--- config.mk ---
export PLATFORM = sky130hd
export DESIGN_NAME = vof_top
export DESIGN_NICKNAME = d
export VERILOG_FILES = /design/src/hw/vof_pkg.sv /design/src/hw/vof_top.sv
export VERILOG_INCLUDE_DIRS = /design/src /design/src/hw
export SDC_FILE = /design/constraint.sdc
export NUM_CORES = 1
export LEC_CHECK = 0
export ABC_AREA = 0
export ABC_CLOCK_PERIOD_IN_PS = 6700
export BUFFER_PORTS_ARGS = -buffer_cell sky130_fd_sc_hd__buf_2
export CAP_MARGIN = 20
export CORE_UTILIZATION = 45
export DETAILED_ROUTE_END_ITERATION = 8
export PLACE_DENSITY_LB_ADDON = 0.05
export SETUP_SLACK_MARGIN = 0.15
export SYNTH_ARGS = -nofsm -noshare
export SYNTH_HDL_FRONTEND = slang
export SYNTH_SLANG_ARGS = --single-unit
--- constraint.sdc ---
create_clock -name I_CLK -period 6.7 [get_ports I_CLK]
set_input_delay 0.335 -clock I_CLK [delete_from_list [all_inputs] [get_ports I_CLK]]
set_output_delay 0.335 -clock I_CLK [all_outputs]
set_load 0.01 [all_outputs]
--- src/hw/vof_cfg.svh ---
// Constants of the video output formatter: register subaddresses, field
// positions, write masks, reset values and the counter width.
// Assumes inclusion by bare name from the package and the top module.
`ifndef VOF_CFG_SVH
`define VOF_CFG_SVH

// Register subaddresses
`define VOF_ADDR_GAIN_A        8'h2C
`define VOF_ADDR_GAIN_B        8'h2D
`define VOF_ADDR_POS_LO        8'h2E
`define VOF_ADDR_POS_HI        8'h2F
`define VOF_ADDR_PWDN          8'h30
`define VOF_ADDR_AUX           8'h31
`define VOF_ADDR_RDBK1         8'h32
`define VOF_ADDR_RDBK2         8'h33
`define VOF_ADDR_RDBK3         8'h34
`define VOF_ADDR_OFM           8'h40

// Power-down control fields
`define VOF_FULL_POWER_DOWN_BIT       5
`define VOF_REFERENCE_POWER_DOWN_BIT       3
`define VOF_BANDGAP_POWER_DOWN_BIT      2
`define VOF_PWDN_OSC_BIT       0
`define VOF_PWDN_MASK          8'h2D

// Auxiliary control fields
`define VOF_AUX_CS_SEL_BIT     5
`define VOF_AUX_CS_OFF_BIT     4
`define VOF_AUX_MASK           8'h3F

// Output format control fields
`define VOF_OFM_SRC_BIT        3
`define VOF_OFM_POL_BIT        2
`define VOF_OFM_MASK           8'h0F

// Gain and position masks
`define VOF_GAIN_A_MASK        8'h3F
`define VOF_GAIN_B_MASK        8'h1F
`define VOF_POS_HI_MASK        8'h0F

// Reset values
`define VOF_RST_GAIN_A         8'h20
`define VOF_RST_GAIN_B         8'h10
`define VOF_RST_POS_LO         8'h04
`define VOF_RST_POS_HI         4'h0
`define VOF_RST_CTRL           8'h00

// Pixel counter and divider widths
`define VOF_CNT_W              12

`endif

--- src/hw/vof_pkg.sv ---
// Types of the video output formatter: format modes and the state record.
// Assumes vof_cfg.svh is on the include path.
`include "vof_cfg.svh"

package vof_pkg;

    // Output format modes, in register code order
    typedef enum logic [1:0]
    {
        VOF_FMT_24,
        VOF_FMT_16,
        VOF_FMT_48I,
        VOF_FMT_48P
    } vof_fmt_e;

    // Whole register state of the formatter
    typedef struct packed {
        logic [7:0]             pwdn;      // Power-down control
        logic [7:0]             aux;       // Auxiliary control
        logic [7:0]             ofm;       // Output format control
        logic [7:0]             gain_a;    // Channel 3 coarse gain
        logic [7:0]             gain_b;    // Channel 3 fine gain
        logic [7:0]             pos_lo;    // Capture position low
        logic [3:0]             pos_hi;    // Capture position high
        logic [7:0]             rdbk1;     // Captured channel 1 sample
        logic [7:0]             rdbk2;     // Captured channel 2 sample
        logic [7:0]             rdbk3;     // Captured channel 3 sample
        logic [23:0]            smp;       // Input stage samples
        logic                   s_hs;      // Input stage line sync
        logic                   hs_prev;   // Previous line sync
        logic [`VOF_CNT_W-1:0]  pix_cnt;   // Next pixel index
        logic [1:0]             act_mode;  // Format in use this line
        logic [`VOF_CNT_W-1:0]  div_cnt;   // Feedback divider count
        logic [23:0]            hold;      // Even pixel of a pair
        logic [23:0]            bus_a;     // Output bus A
        logic [23:0]            bus_b;     // Output bus B
        logic                   oe_a;      // Bus A enable
        logic                   oe_b;      // Bus B enable
        logic                   dclk;      // Output data clock
        logic                   display_line_sync_out;       // Display line sync
        logic                   dls;       // Delayed line sync
        logic                   synth_clk; // Synthesized clock out
        logic                   csync_en;  // Composite sync output on
        logic                   ext_clk;   // External sample clock used
        logic [7:0]             rdata;     // Register read data
    } vof_state_s;

endpackage

--- src/hw/vof_top.sv ---
// Video output formatter: formats three sample streams onto two buses,
// makes the display line sync, captures one pixel per line for readback
// and holds the power-down and composite sync controls.
// Assumes samples and line sync are synchronous to I_CLK, and that the
// serial control interface decodes subaddress reads and writes onto the
// register port, one access per cycle.
//
// Overview of operation
// RULE1: Capture programmed pixel per line, position resets 0x04
// RULE2: Readback registers hold latest captured sample
// RULE3: Full power-down stops all but control; code floats buses, stops data clock and capture; syncs, synth clock run
// RULE4: Reference power-down disables internal references
// RULE5: Bandgap power-down disables internal bandgap
// RULE6: Software disables oscillator only with external clock
// RULE7: Synth clock still driven with external clock
// RULE8: Composite sync source: channel 1 or input
// RULE9: Composite sync output enabled when bit zero
// RULE10: Software leaves test bits at zero
// RULE11: Source 1: line sync delayed by pipeline
// RULE12: Source 0: pulse per feedback divider count
// RULE13: Divider pulses last one clock cycle
// RULE14: Divider pulses come without line sync
// RULE15: Polarity bit: 0 high, 1 low
// RULE16: Code 00: 24 bits bus A
// RULE17: Code 01: 16-bit 4:2:2 on bus A
// RULE18: Code 10: 48 bits, bus B offset
// RULE19: Code 11: 48 bits, buses together
// RULE20: Earlier pixel on bus A, later B
// RULE21: Delayed line sync marks chroma order
// RULE22: Clock source select: 0 internal, 1 external
// RULE23: Pixel counter restarts at line sync edge
// RULE24: Format changes apply at line boundary
`timescale 1ns/100ps
`default_nettype none
`include "vof_cfg.svh"

module vof_top
    import vof_pkg::*;
(
    input  wire logic                  I_CLK,                 // Sampling clock
    input  wire logic                  I_RST_N,               // Async reset
    input  wire logic [7:0]            I_CH1_DATA,            // Channel 1 sample
    input  wire logic [7:0]            I_CH2_DATA,            // Channel 2 sample
    input  wire logic [7:0]            I_CH3_DATA,            // Channel 3 sample
    input  wire logic                  I_LINE_SYNC_IN,        // Line sync, active high
    input  wire logic [`VOF_CNT_W-1:0] I_FEEDBACK_DIVIDER_COUNT, // Divider length
    input  wire logic                  I_SAMPLE_CLOCK_SOURCE, // Clock source select
    input  wire logic [7:0]            I_REG_ADDR,            // Subaddress
    input  wire logic [7:0]            I_REG_WDATA,           // Write data
    input  wire logic                  I_REG_WR,              // Write strobe
    input  wire logic                  I_REG_RD,              // Read strobe
    output logic      [7:0]            O_REG_RDATA,           // Read data
    output logic      [23:0]           O_BUS_A,               // Output bus A
    output logic                       O_BUS_A_OE,            // Bus A driven
    output logic      [23:0]           O_BUS_B,               // Output bus B
    output logic                       O_BUS_B_OE,            // Bus B driven
    output logic                       O_OUTPUT_DATA_CLOCK,   // Data clock phase
    output logic                       O_DISPLAY_LINE_SYNC_OUT, // Display sync
    output logic                       O_DELAYED_LINE_SYNC,   // Delayed line sync
    output logic                       O_SYNTH_CLOCK_OUT,     // Synthesized clock
    output logic                       O_USE_EXT_SAMPLE_CLOCK, // Clock mux select
    output logic                       O_FULL_POWER_DOWN,     // Whole device off
    output logic                       O_REFERENCE_POWER_DOWN, // References off
    output logic                       O_BANDGAP_POWER_DOWN,  // Bandgap off
    output logic                       O_OSCILLATOR_DISABLE,  // Oscillator off
    output logic                       O_COMP_SYNC_SRC_INPUT, // Slicer source
    output logic                       O_COMP_SYNC_OUT_EN     // Sync output on
);

    // Reset synchroniser and released reset
    logic [1:0]            rst_sync_r;  // Two-stage release
    logic                  rst_n;       // Synchronised reset

    // State and its next value
    vof_state_s            st_r;        // Registered state
    vof_state_s            st_nxt;      // Next state

    // Values worked out in the combinational process
    logic                  line_edge;   // Active line sync edge
    logic [`VOF_CNT_W-1:0] cur_idx;     // Index of stage pixel
    logic                  cap_hit;     // Stage pixel is captured
    logic                  div_hit;     // Divider reaches its end
    logic [`VOF_CNT_W-1:0] div_top;     // Last divider count
    vof_fmt_e              mode_now;    // Format for stage pixel
    logic                  phase;       // Odd pixel of a pair
    logic                  pd;          // Full power-down

    // Reset values of the state
    localparam vof_state_s ST_RST = '{
        pwdn:     `VOF_RST_CTRL,
        aux:      `VOF_RST_CTRL,
        ofm:      `VOF_RST_CTRL,
        gain_a:   `VOF_RST_GAIN_A,
        gain_b:   `VOF_RST_GAIN_B,
        pos_lo:   `VOF_RST_POS_LO,
        pos_hi:   `VOF_RST_POS_HI,
        csync_en: 1'b1,
        default:  '0
    };

    // Position write value masked to the field
    function automatic logic [3:0] pos_hi_field(input logic [7:0] d);
        logic [7:0] m;
        m = d & `VOF_POS_HI_MASK;
        return m[3:0];
    endfunction

    // Reset release through two flip-flops
    always_ff @(posedge I_CLK or negedge I_RST_N)
    begin
        if (!I_RST_N)
        begin
            rst_sync_r <= 2'h0;
        end
        else
        begin
            rst_sync_r <= {rst_sync_r[0], 1'b1};
        end
    end

    assign rst_n = rst_sync_r[1];

    // Next-state logic of the whole block
    always_comb
    begin
        st_nxt    = st_r;
        pd        = st_r.pwdn[`VOF_FULL_POWER_DOWN_BIT];
        // Pixel counter restarts on the rising line sync
        line_edge = st_r.s_hs & ~st_r.hs_prev; // RULE23
        cur_idx   = line_edge ? '0 : st_r.pix_cnt; // RULE23
        phase     = cur_idx[0];
        cap_hit   = (cur_idx == {st_r.pos_hi, st_r.pos_lo}) & ~pd; // RULE1
        // New format only at the start of a line
        mode_now  = line_edge ? vof_fmt_e'(st_r.ofm[1:0]) : vof_fmt_e'(st_r.act_mode); // RULE24
        st_nxt.act_mode = mode_now; // RULE24

        // Input stage
        st_nxt.smp     = {I_CH1_DATA, I_CH2_DATA, I_CH3_DATA};
        st_nxt.s_hs    = I_LINE_SYNC_IN;
        st_nxt.hs_prev = st_r.s_hs;
        // Counter saturates on overlong lines
        if (cur_idx == '1)
        begin
            st_nxt.pix_cnt = cur_idx;
        end
        else
        begin
            st_nxt.pix_cnt = cur_idx + 12'h001; // RULE23
        end

        // Per-line capture for readback
        if (cap_hit)
        begin
            st_nxt.rdbk1 = st_r.smp[23:16]; // RULE2
            st_nxt.rdbk2 = st_r.smp[15:8]; // RULE2
            st_nxt.rdbk3 = st_r.smp[7:0]; // RULE2
        end

        // Feedback divider, free running regardless of line sync
        div_top = (I_FEEDBACK_DIVIDER_COUNT == '0) ? '0 : I_FEEDBACK_DIVIDER_COUNT - 12'h001;
        div_hit = (st_r.div_cnt >= div_top); // RULE14
        st_nxt.div_cnt = div_hit ? '0 : st_r.div_cnt + 12'h001; // RULE12

        // Display sync source and polarity
        if (st_r.ofm[`VOF_OFM_SRC_BIT])
        begin
            st_nxt.display_line_sync_out = st_r.s_hs ^ st_r.ofm[`VOF_OFM_POL_BIT]; // RULE11 RULE15
        end
        else
        begin
            st_nxt.display_line_sync_out = div_hit ^ st_r.ofm[`VOF_OFM_POL_BIT]; // RULE12 RULE13 RULE15
        end
        st_nxt.dls = st_r.s_hs; // RULE21

        // Synthesized clock runs while the oscillator is on
        st_nxt.synth_clk = st_r.pwdn[`VOF_PWDN_OSC_BIT] ? 1'b0 : ~st_r.synth_clk; // RULE7
        st_nxt.ext_clk   = I_SAMPLE_CLOCK_SOURCE; // RULE22
        st_nxt.csync_en  = ~st_r.aux[`VOF_AUX_CS_OFF_BIT]; // RULE9

        // Bus enables; full power-down floats both buses
        st_nxt.oe_a = ~pd; // RULE3
        st_nxt.oe_b = ~pd & mode_now[1]; // RULE16 RULE17
        if (~phase)
        begin
            st_nxt.hold = st_r.smp;
        end

        // Output formatter
        unique case (mode_now)
            VOF_FMT_24:
            begin
                // Whole pixel each cycle
                st_nxt.bus_a = st_r.smp; // RULE16
                st_nxt.dclk  = 1'b1; // RULE16
            end
            VOF_FMT_16:
            begin
                // Luma every pixel, chroma 4:2:2 alternating
                if (~phase)
                begin
                    st_nxt.bus_a = {st_r.smp[23:8], 8'h00}; // RULE17
                end
                else
                begin
                    st_nxt.bus_a = {st_r.smp[23:16], st_r.hold[7:0], 8'h00}; // RULE17
                end
                st_nxt.dclk = 1'b1; // RULE17
            end
            VOF_FMT_48I:
            begin
                // Even pixel to A, odd to B one clock later
                if (~phase)
                begin
                    st_nxt.bus_a = st_r.smp; // RULE18 RULE20
                end
                else
                begin
                    st_nxt.bus_b = st_r.smp; // RULE18 RULE20
                end
                st_nxt.dclk = ~phase; // RULE18
            end
            VOF_FMT_48P:
            begin
                // Both pixels of a pair together
                if (phase)
                begin
                    st_nxt.bus_a = st_r.hold; // RULE19 RULE20
                    st_nxt.bus_b = st_r.smp; // RULE19 RULE20
                end
                st_nxt.dclk = phase; // RULE19
            end
        endcase
        if (pd)
        begin
            st_nxt.dclk = 1'b0; // RULE3
        end

        // Register writes; readback registers ignore writes
        if (I_REG_WR)
        begin
            unique case (I_REG_ADDR)
                `VOF_ADDR_GAIN_A: st_nxt.gain_a = I_REG_WDATA & `VOF_GAIN_A_MASK;
                `VOF_ADDR_GAIN_B: st_nxt.gain_b = I_REG_WDATA & `VOF_GAIN_B_MASK;
                `VOF_ADDR_POS_LO: st_nxt.pos_lo = I_REG_WDATA; // RULE1
                `VOF_ADDR_POS_HI: st_nxt.pos_hi = pos_hi_field(I_REG_WDATA); // RULE1
                `VOF_ADDR_PWDN:   st_nxt.pwdn   = I_REG_WDATA & `VOF_PWDN_MASK; // RULE3 RULE4 RULE5
                `VOF_ADDR_AUX:    st_nxt.aux    = I_REG_WDATA & `VOF_AUX_MASK; // RULE8 RULE9
                `VOF_ADDR_OFM:    st_nxt.ofm    = I_REG_WDATA & `VOF_OFM_MASK;
                default:          st_nxt.aux    = st_r.aux;
            endcase
        end

        // Register reads; unmapped subaddresses read zero
        if (I_REG_RD)
        begin
            unique case (I_REG_ADDR)
                `VOF_ADDR_GAIN_A: st_nxt.rdata = st_r.gain_a;
                `VOF_ADDR_GAIN_B: st_nxt.rdata = st_r.gain_b;
                `VOF_ADDR_POS_LO: st_nxt.rdata = st_r.pos_lo;
                `VOF_ADDR_POS_HI: st_nxt.rdata = {4'h0, st_r.pos_hi};
                `VOF_ADDR_PWDN:   st_nxt.rdata = st_r.pwdn;
                `VOF_ADDR_AUX:    st_nxt.rdata = st_r.aux;
                `VOF_ADDR_RDBK1:  st_nxt.rdata = st_r.rdbk1; // RULE2
                `VOF_ADDR_RDBK2:  st_nxt.rdata = st_r.rdbk2; // RULE2
                `VOF_ADDR_RDBK3:  st_nxt.rdata = st_r.rdbk3; // RULE2
                `VOF_ADDR_OFM:    st_nxt.rdata = st_r.ofm;
                default:          st_nxt.rdata = 8'h00;
            endcase
        end
    end

    // State register
    always_ff @(posedge I_CLK or negedge rst_n)
    begin
        if (!rst_n)
        begin
            st_r <= ST_RST;
        end
        else
        begin
            st_r <= st_nxt;
        end
    end

    // Outputs straight from the state
    assign O_REG_RDATA             = st_r.rdata;
    assign O_BUS_A                 = st_r.bus_a;
    assign O_BUS_A_OE              = st_r.oe_a;
    assign O_BUS_B                 = st_r.bus_b;
    assign O_BUS_B_OE              = st_r.oe_b;
    assign O_OUTPUT_DATA_CLOCK     = st_r.dclk;
    assign O_DISPLAY_LINE_SYNC_OUT = st_r.display_line_sync_out;
    assign O_DELAYED_LINE_SYNC     = st_r.dls;
    assign O_SYNTH_CLOCK_OUT       = st_r.synth_clk;
    assign O_USE_EXT_SAMPLE_CLOCK  = st_r.ext_clk;
    assign O_FULL_POWER_DOWN       = st_r.pwdn[`VOF_FULL_POWER_DOWN_BIT];
    assign O_REFERENCE_POWER_DOWN  = st_r.pwdn[`VOF_REFERENCE_POWER_DOWN_BIT];
    assign O_BANDGAP_POWER_DOWN    = st_r.pwdn[`VOF_BANDGAP_POWER_DOWN_BIT];
    assign O_OSCILLATOR_DISABLE    = st_r.pwdn[`VOF_PWDN_OSC_BIT];
    assign O_COMP_SYNC_SRC_INPUT   = st_r.aux[`VOF_AUX_CS_SEL_BIT];
    assign O_COMP_SYNC_OUT_EN      = st_r.csync_en;
endmodule

`default_nettype wire

==> out/metrics.csv <==
metric,value,unit
netlist_area,9530,sq um
finalHoldViolCount,0,
cp-end-kind,register,
start_util,46.5,%
layout.nets,967,
synth_top_cell_area_share,52.0,%
wl,21.5,mm
clock-root-buffer,clkbuf_16,
vias,6339,
synth-edff-count,0,
yosysSeqAreaShare,53.1,%
arrival,3.91,ns
io_buffers,126,
antenna_found_initial,0,
startpoint_type,register,
cts_buffers,23,
drtPass1Iterations,7,
ant_nets,0,
grt_max_degree,78,
h-tree-depth,1,
place_inst,1110,
synth.avg_cell_area,11.9,sq um
drt-initial-drc-count,291,
ys_types,63,
vias_per_cell,5.40,
grt_usage,20.6,%
grt_pass1_wl,35.4,mm
final_common_cell,dfrtp_1,
tightest_slew,0.977,ns
yosysTopAreaCell,dfrtp_1,
gp_congestion,0.788,
synth-main-ff-cell,dfrtp_1,
regToRegStartpoint,st_nxt[11],
drive_gt1_share,33.3,%
finClkSkew,0.0121,ns
dieArea,21800,sq um
max-slew-margin-rel,34.7,%
dpl.hpwl,15.3,mm
rsz0062_at_grt,false,
hp-start,I_REG_WDATA[7],
p_per_area,319,nW/um^2
ctsResizeCount,0,
dpl_worst_slack,2.91,ns
period_minus_slack,3.52,ns
peakVddDrop,203,uV
final_core_util,53.6,%
fmax,0.284,GHz
overflow,0,
die_x,148,um
synthArstFlopShare,100,%
path_clk_slew,0.06,ns
drc,0,
setup_ws,3.18,ns
maxCapViolCount,0,
slew_viol_final,0,
wl_per_cell,18.4,um
grt_pass1_vias,6539,
synth-seq-cells,202,
tns,0,ns
ys_warn_count,0,
final_cells,1173,
io_pins,127,
syn-num-nets,874,
startpoint,st_nxt[11],
core_area,20500,sq um
status,"complete, no violations",
cts_buffer_depth,3,
clk_latency,0.52,ns
setup_viol,0,
worstPathRequired,7.09,ns
crit_path_max_fanout,35,
p_leak,0.00517,uW
cts_tree,done,
hold_path.class,input port to register,
clock-sinks,202,
fillers,1757,
netlist_instances,800,
row_count,52,
antenna_cells,0,
synth_area_leaders,"dfrtp_1 (52%), mux2_2 (14%), buf_4 (4.6%), nor2_1 (2.3%), mux2i_1 (2.2%)",
die_h,148,um
finalCritPeriodShare,52.5,%
layout_common_cells,"dfrtp_1 (197), buf_2 (126), mux2_2 (115)",
area_growth,15.3,%
path_class,register to register,
-- what timing repair did --
item / in CTS / in global routing
setup buffers: 0 / 0
hold endpoints to repair: 28 / 0
hold buffers: 27 / 0
-- routing by layer --
layer	vias to the layer above	wire (um)	track usage, %
li1	2972	-	-
met3	37	1190	4.01
met5	-	0	0
met1	3163	9730	28.6
met4	0	566	6.60
met2	167	10000	32.7
-- cell usage after synthesis (3+ instances only) --
library cell    n
mux2i_1        21
o22a_1          8
buf_2          20
a22oi_1         5
buf_6           4
a21o_1          3
nor4_1          3
nand4_1         9
nand2_1        56
ha_1           16
nor3_1          5
nor2b_1         3
buf_4          58
nand3_1        18
nor2_1         58
and3_1          7
nand2b_1        3
mux2_2        115
o41ai_1         3
o32ai_1         3
inv_1          17
clkbuf_1        7
xor2_1         24
o21ai_0         9
xnor2_1        11
dfrtp_1       198
a22o_1          6
dfstp_2         4
a21oi_1        18
o22ai_1        26
a222oi_1        4
mux4_2          3
a211oi_1        3
a31oi_1        14
-- critical path, stage by stage, from the launching register on --
cell	delay, ns
dfrtp_1	0.41
nand2b_2	0.29
nand2_2	0.60
inv_1	0.40
ha_1	0.27
nand2_1	0.11
nor4b_4	0.34
nand4_1	0.45
nand4_1	0.28
xor2_1	0.18
nor2_1	0.06
-- stage by stage --
step	power (uW)	hold WS [ns]	cell area [sq um]
floorplan	2090	0.0394	9530
global placement	2200	0.120	9930
detailed placement	2220	0.126	9930
CTS	3530	0.0425	11000
global route	3690	0.0439	11000
finish	3500	0.0569	11000
-- final cells by class --
class	instances	area, sq um	share of cell area [%]
well taps	270	338	3.07
clock inverters	8	160	1.46
flip-flops and latches	202	5060	46.1
multi-input cells	488	3790	34.5
inverters	19	71.3	0.649
repair buffers	159	966	8.79
clock buffers	27	601	5.47
-- registers in the layout (all words and copies together) (netlist names), 2 cells and up --
signal	cells
rst_sync_r	2
O_BUS_B	24
st_r	130
O_REG_RDATA	8
O_BUS_A	24
-- power breakdown --
part | internal, uW | leakage, uW | total, uW | switching, uW
Combinational | 337 | 0.00229 | 616 | 278
Sequential | 1430 | 0.00252 | 1610 | 174
Clock | 791 | 0.000365 | 1280 | 486
Total | 2560 | 0.00517 | 3500 | 939
-- cell families after synthesis --
group           Yosys count  synth area share (%)
mux                     141                  16.8
xor+xnor                 35                  3.22
compound gates          110                  7.89
simple gates            185                  9.70
fa+ha+maj                16                  2.10
flops                   202                  53.1
buf+inv                 110                  7.19
other cells               1                0.0393
-- worst paths after layout --
path | end | slack, ns | cells past startpoint
setup / recovery | st_r[105] | 3.18 | 10
hold / removal | st_r[175] | 0.06 | 2
setup reg to reg | st_r[105] | 3.18 | 10
hold reg to reg | rst_sync_r[1] | 0.37 | 0
max in group asynchronous | st_r[106] | 4.89 | 1
min in group asynchronous | rst_sync_r[1] | 0.14 | 2
(Power assumes the default switching activity.)
